$ cat config.mk
export PLATFORM = sky130hd
export DESIGN_NAME = baseband_detector_config_bank
export DESIGN_NICKNAME = d
export VERILOG_FILES = /design/src/detector_cfg_pkg.sv /design/src/threshold_scaler.sv /design/src/baseband_detector_config_bank.sv
export SDC_FILE = /design/constraint.sdc
export NUM_CORES = 1
export LEC_CHECK = 0
export BUFFER_PORTS_ARGS = -buffer_cell sky130_fd_sc_hd__buf_2
export CAP_MARGIN = 20
export CORE_UTILIZATION = 50
export CTS_BUF_LIST = sky130_fd_sc_hd__clkbuf_16
export DETAILED_ROUTE_END_ITERATION = 8
export MAX_ROUTING_LAYER = met4
export PLACE_DENSITY = 0.74
export SETUP_SLACK_MARGIN = 0.4
export SYNTH_ARGS = -nofsm -noshare
export SYNTH_HDL_FRONTEND = slang
export SYNTH_SLANG_ARGS = --single-unit
$ cat constraint.sdc
create_clock -name clk -period 4.32 [get_ports clk]
set_input_delay 0.648 -clock clk [delete_from_list [all_inputs] [get_ports clk]]
set_output_delay 0.648 -clock clk [all_outputs]
set_load 0.02 [all_outputs]
$ cat src/detector_cfg_pkg.sv
// constants for the baseband detector configuration bank
// assumes an 8-bit register port and a 25 MHz system clock
package detector_cfg_pkg;
	localparam int ADDR_W = 9;
	localparam int DATA_W = 8;
	localparam int PWR_W  = 24;
	// register byte offsets
	localparam logic [8:0] OFS_SLICER     = 9'h031;
	localparam logic [8:0] OFS_RATE       = 9'h03D;
	localparam logic [8:0] OFS_THR_RUN    = 9'h03F;
	localparam logic [8:0] OFS_THR_WAKE   = 9'h040;
	localparam logic [8:0] OFS_THR_LOW    = 9'h041;
	localparam logic [8:0] OFS_RANGE      = 9'h042;
	localparam logic [8:0] OFS_FILTER     = 9'h03C;
	localparam logic [8:0] OFS_NOISE_CFG  = 9'h045;
	localparam logic [8:0] OFS_IRQ_STATUS = 9'h0F0;
	localparam logic [8:0] OFS_IRQ_MASK   = 9'h0F1;
	localparam logic [8:0] OFS_DET_STATE  = 9'h0F2;
	// reset values
	localparam logic [7:0] RST_SLICER   = 8'h02;
	localparam logic [7:0] RST_RATE     = 8'h00;
	localparam logic [7:0] RST_THR      = 8'h00;
	localparam logic [7:0] RST_RANGE    = 8'h7F;
	localparam logic [7:0] RST_FILTER   = 8'h07;
	localparam logic [7:0] RST_NOISE_CFG = 8'h07;
	// writable bit masks
	localparam logic [7:0] MSK_SLICER   = 8'h1F;
	localparam logic [7:0] MSK_RANGE    = 8'h3F;
	localparam logic [7:0] MSK_FILTER   = 8'h0F;
	localparam logic [7:0] MSK_IRQ      = 8'h07;
	// field positions
	localparam int BW_SEL_LSB  = 0;
	localparam int BW_SCA_LSB  = 3;
	localparam int RNG_LOW_LSB = 0;
	localparam int RNG_FSK_LSB = 2;
	localparam int RNG_ASK_LSB = 4;
	localparam int DET_SEL_LSB = 4;
	localparam logic [1:0] DET_SEL_SIG_LOW = 2'h3;
	// irq status bit positions
	localparam int IRQ_DET_RISE = 0;
	localparam int IRQ_DET_FALL = 1;
	localparam int IRQ_LOW_RISE = 2;
	// ask code 10 gives factor 7+6
	localparam logic [3:0] ASK_F0 = 4'h6;
	localparam logic [3:0] ASK_F1 = 4'h7;
	localparam logic [3:0] ASK_F2 = 4'hD;
	localparam logic [3:0] ASK_F3 = 4'h8;
endpackage

$ cat src/threshold_scaler.sv
// scales one 8-bit detect threshold by two to a range factor, registered
// assumes factor codes already decoded to a 4-bit shift amount
`timescale 1ns/100ps
`default_nettype none
module threshold_scaler
(
	input  wire logic                         clk,
	input  wire logic                         rst_b,
	input  wire logic [7:0]                   threshold,
	input  wire logic [3:0]                   shiftAmount,
	output logic      [detector_cfg_pkg::PWR_W-1:0] scaled
);
	import detector_cfg_pkg::*;

	logic [PWR_W-1:0] scaledReg;
	logic [PWR_W-1:0] scaledNext;

	always_comb begin
		scaledNext = PWR_W'({16'h0000, threshold}) << shiftAmount;
	end

	always_ff @(posedge clk or negedge rst_b) begin
		if (!rst_b) begin
			scaledReg <= '0;
		end else begin
			scaledReg <= scaledNext;
		end
	end

	assign scaled = scaledReg;
endmodule
`default_nettype wire

$ cat src/baseband_detector_config_bank.sv
// configuration bank for the baseband detector, slicer and rate converter
// assumes a single-cycle register port and measured power from the datapath
// What this block does
// - 8-bit rate tune word sets converter output rate, 00h equal, FFh half
// - slicer scaling codes 00..11 select 1/2, 1/4, 1/8, 1/16
// - manual slicer bandwidth codes 000..101 select 1/8 to 1/48; 110, 111 unused
// - run mode uses its own 8-bit threshold, reset zero
// - wakeup uses a separate 8-bit threshold, reset zero
// - low-level threshold applies only when detector select equals 11
// - chosen threshold is shifted by range factor before power compare
// - amplitude keying range codes give 6, 7, 13, 8; reset code 11
// - frequency keying range codes give 2, 4, 6, 8; reset code 11
// - low-level range codes give 2, 4, 6, 8; reset code 11
// - in mode 11 noise detect is valid only while low threshold exceeded
//
// Chosen here: the plain strobed port.
`timescale 1ns/100ps
`default_nettype none
module baseband_detector_config_bank
(
	input  wire logic                                 clk,
	input  wire logic                                 rst_b,
	input  wire logic [detector_cfg_pkg::ADDR_W-1:0]  regAddr,
	input  wire logic [detector_cfg_pkg::DATA_W-1:0]  regWdata,
	input  wire logic                                 regWrite,
	input  wire logic                                 regRead,
	output logic      [detector_cfg_pkg::DATA_W-1:0]  regRdata,
	input  wire logic                                 wakeupMode,
	input  wire logic                                 fskMode,
	input  wire logic [detector_cfg_pkg::PWR_W-1:0]   signalPower,
	input  wire logic                                 noiseDetectRaw,
	output logic      [4:0]                           filterLength,
	output logic      [7:0]                           rateTuneWord,
	output logic      [1:0]                           slicerBwScaling,
	output logic      [2:0]                           slicerBwSelect,
	output logic      [4:0]                           slicerScaleShift,
	output logic      [5:0]                           slicerBwDivisor,
	output logic      [1:0]                           detectorSelect,
	output logic                                      signalDetect,
	output logic                                      lowLevelExceeded,
	output logic                                      noiseDetectValid,
	output logic                                      irq
);
	import detector_cfg_pkg::*;

	logic [7:0] slicerReg, slicerNext;
	logic [7:0] rateReg, rateNext;
	logic [7:0] thrRunReg, thrRunNext;
	logic [7:0] thrWakeReg, thrWakeNext;
	logic [7:0] thrLowReg, thrLowNext;
	logic [7:0] rangeReg, rangeNext;
	logic [7:0] filterReg, filterNext;
	logic [7:0] ndcfgReg, ndcfgNext;
	logic [7:0] irqStatusReg, irqStatusNext;
	logic [7:0] irqMaskReg, irqMaskNext;
	logic [7:0] rdataReg, rdataNext;
	logic       detReg, detNext;
	logic       lowReg, lowNext;
	logic       nvalidReg, nvalidNext;
	logic [7:0] selThreshold;
	logic [3:0] selShift;
	logic [3:0] lowShift;
	logic [PWR_W-1:0] scaledMain;
	logic [PWR_W-1:0] scaledLow;
	logic [7:0] irqEvents;
	logic       lowActive;

	function automatic logic [3:0] evenFactor(input logic [1:0] code);
		evenFactor = {1'b0, code, 1'b0} + 4'h2;
	endfunction

	function automatic logic [3:0] askFactor(input logic [1:0] code);
		unique case (code)
			2'h0: askFactor = ASK_F0;
			2'h1: askFactor = ASK_F1;
			2'h2: askFactor = ASK_F2;
			2'h3: askFactor = ASK_F3;
		endcase
	endfunction

	// register writes clear unused bits; range bit 6 resets to one
	always_comb begin
		slicerNext  = slicerReg;
		rateNext    = rateReg;
		thrRunNext  = thrRunReg;
		thrWakeNext = thrWakeReg;
		thrLowNext  = thrLowReg;
		rangeNext   = rangeReg;
		filterNext  = filterReg;
		ndcfgNext   = ndcfgReg;
		irqMaskNext = irqMaskReg;
		if (regWrite) begin
			unique case (regAddr)
				OFS_SLICER:    slicerNext  = regWdata & MSK_SLICER;
				OFS_RATE:      rateNext    = regWdata;
				OFS_THR_RUN:   thrRunNext  = regWdata;
				OFS_THR_WAKE:  thrWakeNext = regWdata;
				OFS_THR_LOW:   thrLowNext  = regWdata;
				OFS_RANGE:     rangeNext   = regWdata & MSK_RANGE;
				OFS_FILTER:    filterNext  = regWdata & MSK_FILTER;
				OFS_NOISE_CFG: ndcfgNext   = regWdata;
				OFS_IRQ_MASK:  irqMaskNext = regWdata & MSK_IRQ;
				default: ;
			endcase
		end
	end

	// a write lands on the next edge and leaves its reserved bits reading zero
	a_rate_word: assert property (@(posedge clk) disable iff (!rst_b)
		regWrite && regAddr == OFS_RATE |=> rateTuneWord == $past(regWdata))
		else $error("rate word not stored");
	a_range_write: assert property (@(posedge clk) disable iff (!rst_b)
		regWrite && regAddr == OFS_RANGE |=> rangeReg == ($past(regWdata) & MSK_RANGE))
		else $error("range field not stored");

	// threshold selection by operating mode
	always_comb begin
		selThreshold = wakeupMode ? thrWakeReg : thrRunReg;
		if (fskMode) begin
			selShift = evenFactor(rangeReg[RNG_FSK_LSB +: 2]);
		end else begin
			selShift = askFactor(rangeReg[RNG_ASK_LSB +: 2]);
		end
		lowShift  = evenFactor(rangeReg[RNG_LOW_LSB +: 2]);
		lowActive = (ndcfgReg[DET_SEL_LSB +: 2] == DET_SEL_SIG_LOW);
	end

	// threshold choice by operating mode, factor decode per keying mode
	a_wake_thr: assert property (@(posedge clk) disable iff (!rst_b)
		wakeupMode |-> selThreshold == thrWakeReg)
		else $error("wakeup threshold not used");
	a_run_thr: assert property (@(posedge clk) disable iff (!rst_b)
		!wakeupMode |-> selThreshold == thrRunReg)
		else $error("run threshold not used");
	a_ask_shift: assert property (@(posedge clk) disable iff (!rst_b)
		!fskMode && rangeReg[5:4] == 2'h2 |-> selShift == 4'hD)
		else $error("ask factor wrong");
	a_ask_low: assert property (@(posedge clk) disable iff (!rst_b)
		!fskMode && rangeReg[5:4] == 2'h0 |-> selShift == 4'h6)
		else $error("ask lowest factor wrong");
	a_fsk_shift: assert property (@(posedge clk) disable iff (!rst_b)
		fskMode |-> selShift == {1'b0, rangeReg[3:2], 1'b0} + 4'h2)
		else $error("fsk factor wrong");
	a_fsk_top: assert property (@(posedge clk) disable iff (!rst_b)
		fskMode && rangeReg[3:2] == 2'h3 |-> selShift == 4'h8)
		else $error("fsk top factor wrong");
	a_low_shift: assert property (@(posedge clk) disable iff (!rst_b)
		lowShift == {1'b0, rangeReg[1:0], 1'b0} + 4'h2)
		else $error("low factor wrong");

	threshold_scaler mainScaler (
		.clk         (clk),
		.rst_b       (rst_b),
		.threshold   (selThreshold),
		.shiftAmount (selShift),
		.scaled      (scaledMain)
	);

	threshold_scaler lowScaler (
		.clk         (clk),
		.rst_b       (rst_b),
		.threshold   (thrLowReg),
		.shiftAmount (lowShift),
		.scaled      (scaledLow)
	);

	// scalers answer one edge after their inputs
	a_scaler_out: assert property (@(posedge clk) disable iff (!rst_b)
		1'b1 |=> scaledMain == (PWR_W'($past(selThreshold)) << $past(selShift)))
		else $error("scaling wrong");
	a_low_scaled: assert property (@(posedge clk) disable iff (!rst_b)
		1'b1 |=> scaledLow == (PWR_W'($past(thrLowReg)) << $past(lowShift)))
		else $error("low scaling wrong");

	// detector outputs
	always_comb begin
		detNext    = signalPower > scaledMain;
		lowNext    = lowActive && (signalPower > scaledLow);
		// other selections pass noise detect through unqualified
		nvalidNext = lowActive ? (noiseDetectRaw && lowNext) : noiseDetectRaw;
	end

	// compares are strict: power equal to the threshold does not detect
	a_detect_cmp: assert property (@(posedge clk) disable iff (!rst_b)
		signalPower > scaledMain |=> signalDetect)
		else $error("detect missed");
	a_detect_miss: assert property (@(posedge clk) disable iff (!rst_b)
		!(signalPower > scaledMain) |=> !signalDetect)
		else $error("detect without power");
	a_low_gate: assert property (@(posedge clk) disable iff (!rst_b)
		!lowActive |=> !lowLevelExceeded)
		else $error("low used when off");
	a_low_cmp: assert property (@(posedge clk) disable iff (!rst_b)
		lowActive && signalPower > scaledLow |=> lowLevelExceeded)
		else $error("low level missed");
	a_noise_qual: assert property (@(posedge clk) disable iff (!rst_b)
		noiseDetectValid && $past(lowActive) |-> lowLevelExceeded)
		else $error("noise valid unqualified");
	a_noise_pass: assert property (@(posedge clk) disable iff (!rst_b)
		!lowActive |=> noiseDetectValid == $past(noiseDetectRaw))
		else $error("noise detect not passed");

	// events: set wins over write-one-to-clear
	always_comb begin
		irqEvents = 8'h00;
		irqEvents[IRQ_DET_RISE] = detNext && !detReg;
		irqEvents[IRQ_DET_FALL] = !detNext && detReg;
		irqEvents[IRQ_LOW_RISE] = lowNext && !lowReg;
		irqStatusNext = irqStatusReg;
		if (regWrite && regAddr == OFS_IRQ_STATUS) begin
			irqStatusNext = irqStatusNext & ~regWdata;
		end
		irqStatusNext = irqStatusNext | irqEvents;
	end

	// an event in the cycle of a clear still leaves its bit set
	a_irq_set: assert property (@(posedge clk) disable iff (!rst_b)
		irqEvents[IRQ_DET_RISE] |=> irqStatusReg[IRQ_DET_RISE])
		else $error("detect event lost");

	// read mux, answer in the following cycle; unmapped reads zero
	always_comb begin
		rdataNext = 8'h00;
		if (regRead) begin
			unique case (regAddr)
				OFS_SLICER:     rdataNext = slicerReg;
				OFS_RATE:       rdataNext = rateReg;
				OFS_THR_RUN:    rdataNext = thrRunReg;
				OFS_THR_WAKE:   rdataNext = thrWakeReg;
				OFS_THR_LOW:    rdataNext = thrLowReg;
				OFS_RANGE:      rdataNext = rangeReg;
				OFS_FILTER:     rdataNext = filterReg;
				OFS_NOISE_CFG:  rdataNext = ndcfgReg;
				OFS_IRQ_STATUS: rdataNext = irqStatusReg;
				OFS_IRQ_MASK:   rdataNext = irqMaskReg;
				OFS_DET_STATE:  rdataNext = {5'h00, nvalidReg, lowReg, detReg};
				default:        rdataNext = 8'h00;
			endcase
		end
	end

	always_ff @(posedge clk or negedge rst_b) begin
		if (!rst_b) begin
			slicerReg    <= RST_SLICER;
			rateReg      <= RST_RATE;
			thrRunReg    <= RST_THR;
			thrWakeReg   <= RST_THR;
			thrLowReg    <= RST_THR;
			rangeReg     <= RST_RANGE;
			filterReg    <= RST_FILTER;
			ndcfgReg     <= RST_NOISE_CFG;
			irqStatusReg <= 8'h00;
			irqMaskReg   <= 8'h00;
			rdataReg     <= 8'h00;
			detReg       <= 1'b0;
			lowReg       <= 1'b0;
			nvalidReg    <= 1'b0;
		end else begin
			slicerReg    <= slicerNext;
			rateReg      <= rateNext;
			thrRunReg    <= thrRunNext;
			thrWakeReg   <= thrWakeNext;
			thrLowReg    <= thrLowNext;
			rangeReg     <= rangeNext;
			filterReg    <= filterNext;
			ndcfgReg     <= ndcfgNext;
			irqStatusReg <= irqStatusNext;
			irqMaskReg   <= irqMaskNext;
			rdataReg     <= rdataNext;
			detReg       <= detNext;
			lowReg       <= lowNext;
			nvalidReg    <= nvalidNext;
		end
	end

	// codes 110 and 111 are not to be programmed; divisor then reads zero
	always_comb begin
		filterLength     = {1'b0, filterReg[3:0]} + 5'h01;
		rateTuneWord     = rateReg;
		slicerBwScaling  = slicerReg[BW_SCA_LSB +: 2];
		slicerScaleShift = {3'h0, slicerBwScaling} + 5'h01;
		slicerBwSelect   = slicerReg[BW_SEL_LSB +: 3];
		slicerBwDivisor  = (slicerBwSelect <= 3'h5) ?
			6'({slicerBwSelect, 3'h0} + 6'h08) : 6'h00;
		detectorSelect   = ndcfgReg[DET_SEL_LSB +: 2];
	end

	// static decodes of the stored fields
	a_filter_len: assert property (@(posedge clk) disable iff (!rst_b)
		filterLength == filterReg[3:0] + 5'h01)
		else $error("filter length wrong");
	a_filter_max: assert property (@(posedge clk) disable iff (!rst_b)
		filterReg[3:0] == 4'hF |-> filterLength == 5'h10)
		else $error("longest filter wrong");
	a_slicer_shift: assert property (@(posedge clk) disable iff (!rst_b)
		slicerBwScaling == 2'h3 |-> slicerScaleShift == 5'h04)
		else $error("slicer scaling wrong");
	a_slicer_unused: assert property (@(posedge clk) disable iff (!rst_b)
		slicerBwSelect > 3'h5 |-> slicerBwDivisor == 6'h00)
		else $error("unused slicer code decoded");
	a_slicer_max: assert property (@(posedge clk) disable iff (!rst_b)
		slicerBwSelect == 3'h5 |-> slicerBwDivisor == 6'h30)
		else $error("slicer divisor wrong");

	assign regRdata         = rdataReg;
	assign signalDetect     = detReg;
	assign lowLevelExceeded = lowReg;
	assign noiseDetectValid = nvalidReg;
	assign irq              = |(irqStatusReg & irqMaskReg);

	c_detect_rise: cover property (@(posedge clk) disable iff (!rst_b)
		!signalDetect ##1 signalDetect);
	c_irq_up: cover property (@(posedge clk) disable iff (!rst_b) irq);
	c_noise_mode3: cover property (@(posedge clk) disable iff (!rst_b)
		lowActive && noiseDetectValid);
	c_wake_detect: cover property (@(posedge clk) disable iff (!rst_b)
		wakeupMode && signalDetect);
endmodule
`default_nettype wire

==> impl_metrics.ini <==
[grt]
grt_first_pass_wirelength_um = 29200
grt_overflow = 0
antenna_found_initial = 0
first_global_vias = 5721
grt_max_degree = 85
grt_use_total = 0.269

[clock_network]
clk_pin_slew_ps = 60
cts.repair.resized = 0
cts_setup_buffers = 0
cts_root_buf = clkbuf_16
clockBufferDepth = 2
htreeDepth = 4
cts_tree = done
cts-hold-fix-buffers = 0
cts_buffers = 17
insertion_delay_ps = 420
cts.sinks = 123

[sta]
finalWorstSetupSlack_ps = 1790
rsz0062_at_grt = false
fin_crit_ps = 2530
worst_pin_slew_ps = 1060
max_freq_mhz = 395
final_max_slew_viol_count = 0
tns_ps = 0
worst_clock_skew_ps = 5.06
finalSetupViolCount = 0
period_share = 0.587
finalHoldViolCount = 0
slew_headroom = 0.290

[drt]
ant_nets = 0
avgRoutedWirePerCell_um = 19.2
wirelength_um = 18300
drc = 0
drt_iter0_drc = 483
drt_first_pass_iters = 6
dr_total_vias = 5658
via_per_inst = 5.92

[logic_synthesis]
syn_inst = 685
synth_xor_area_frac = 0.00242
synth_top_area_frac = 0.378
synth-edff-count = 0
synth.distinct_cells = 65
ys_seq_elements = 123
synth-compound-area-share = 0.120
avgSynthCellArea_um2 = 10.5
synthMuxAreaShare = 0.163
ys_warn_count = 0
async_reset_ff_frac = 1.00
yosys.area_share.adder = 0.0953
yosys-top-cells-area = dfrtp_1, mux2_2, ha_1
netlist_top_cells_count = dfrtp_1, mux2_2, inv_1, ha_1, nand2_1
yosysTopAreaCell = dfrtp_1
synth_top_family_by_area = multiplexers
yosys.area_share.simple = 0.131
synth_most_common_cell = dfrtp_1
ys_seq_area_frac = 0.428
ys.flop_type = dfrtp_1
syn_area_um2 = 7220

[placement]
io_buffers = 85
hpwl_um = 13700
pre_cts_ws_ps = 1410
gp_congestion = 0.956

[cells_and_area]
antenna_cells = 0
layout-drive-gt1-share = 0.290
area_delta_synth_final_pct = 15.9
finish.utilization = 0.599
fin_nets = 865

[worst_setup_path]
worstSetupEndpointType = register
arrival_ps = 2780
start_kind = input port
crit_required_ps = 4560
rrSetupSlack_ps = 1910
setup.worst_path.class = input port to register
path_max_fanout = 21

[floorplanning]
dieArea_um2 = 14900
row_count = 43
core_um2 = 14000
die_w_um = 122
die_h_um = 122
initial_utilization = 0.516
ios = 91

[power_and_ir_drop]
irDropWorstVdd_v = 0.000337
p_leak_nw = 3.90
powerDensity_nw_per_um2 = 354

[run_status]
status = finished, final reports clean

[min_path]
hp-class = input port to asynchronous set/reset pin

[run]
drv_cap = 0
==> cells by family (layout without fill, tap and decap cells) <==
group,count (synthesis),in the layout
buf+inv,96,182
simple gates,176,176
other cells,1,5
mux,105,105
compound gates,127,127
xor+xnor,2,2
fa+ha+maj,55,55
flops,123,123
==> per-stage QoR <==
step / instance area, µm² / hold WS [ps] / power [mW] / cells
6_report: 8370 / 73.5 / 2.96 / 955
5_1_grt: 8370 / 74.9 / 3.08 / 955
4_1_cts: 8350 / 467 / 2.97 / 954
3_5_place_dp: 7720 / 495 / 1.49 / 922
3_3_place_gp: 7720 / 485 / 1.48 / 922
2_1_floorplan: 7240 / 352 / 1.39 / 689
==> where the power goes <==
| group | internal, mW | total [mW] | leakage [nW] | switching [mW] |
|---|---|---|---|---|
| logic | 0.105 | 0.275 | 1.96 | 0.170 |
| clock network | 0.962 | 1.48 | 0.296 | 0.517 |
| registers | 1.18 | 1.21 | 1.64 | 0.0247 |
==> layer usage <==
layer	vias up	GRT usage	routed length [µm]
met3	44	0.0515	941
met1	2762	0.332	7950
met2	229	0.428	8890
li1	2623	-	-
met5	-	-	0
met4	0	0.121	505
==> worst paths after layout <==
path,start,to,depth (start not counted)
max in group asynchronous,rst_b,rangeReg[2],3
worst min register to register,ndcfgReg[6],ndcfgReg[6],1
worst max-delay path,regAddr[1],regRdata[2],7
worst min-delay path,rst_b,irqStatusReg[5],1
min in group clk,ndcfgReg[6],ndcfgReg[6],1
worst max register to register,rangeReg[4],mainScaler.scaled[12],7
==> flip-flops by register name, indices dropped and copies added (netlist names) <==
| name | count |
|---|---|
| lowLevelExceeded | 1 |
| thrLowReg | 8 |
| thrWakeReg | 8 |
| mainScaler.scaled | 23 |
| lowScaler.scaled | 22 |
| regRdata | 8 |
| thrRunReg | 8 |
| filterReg | 4 |
| irqStatusReg | 8 |
| signalDetect | 1 |
| noiseDetectValid | 1 |
| slicerReg | 5 |
| rangeReg | 7 |
| irqMaskReg | 3 |
| rateTuneWord | 8 |
| ndcfgReg | 8 |
==> worst max-delay path: stages <==
cell and delay [ps]:
buf_2 440, nand2b_1 280, nor4_2 50, buf_4 190, o21a_1 170, o31ai_1 880
a31oi_1 110
==> area by class of cell <==
class                           count  area [µm²]
Clock inverter                     15         200
Tap cell                          180         225
Fill cell                        1170        5610
Timing Repair Buffer               89         478
Multi-Input combinational cell    470        3720
Clock buffer                       17         425
Sequential cell                   123        3100
Inverter                           61         229
==> placed cells by master (no fill, tap or decap), drive strengths merged, types with 3 or more instances in the layout <==
| master | count |
|---|---|
| o211ai | 3 |
| a211oi | 8 |
| a21oi | 31 |
| a222oi | 5 |
| clkbuf | 17 |
| mux2i | 28 |
| inv | 61 |
| nand4 | 13 |
| conb | 5 |
| nor3 | 18 |
| o31a | 3 |
| a21o | 3 |
| a31oi | 10 |
| and3 | 4 |
| dfrtp | 109 |
| clkinvlp | 3 |
| a21boi | 9 |
| o31ai | 5 |
| nor2 | 44 |
| o21ai | 13 |
| ha | 55 |
| a22oi | 5 |
| dfstp | 14 |
| a22o | 6 |
| mux2 | 77 |
| bufinv | 4 |
| clkinv | 8 |
| a32oi | 3 |
| nand2b | 6 |
| nor4 | 8 |
| nand3 | 13 |
| and2 | 3 |
| o22ai | 13 |
| buf | 89 |
| nand2 | 51 |
No activity file was read; power rests on OpenSTA's default activity.
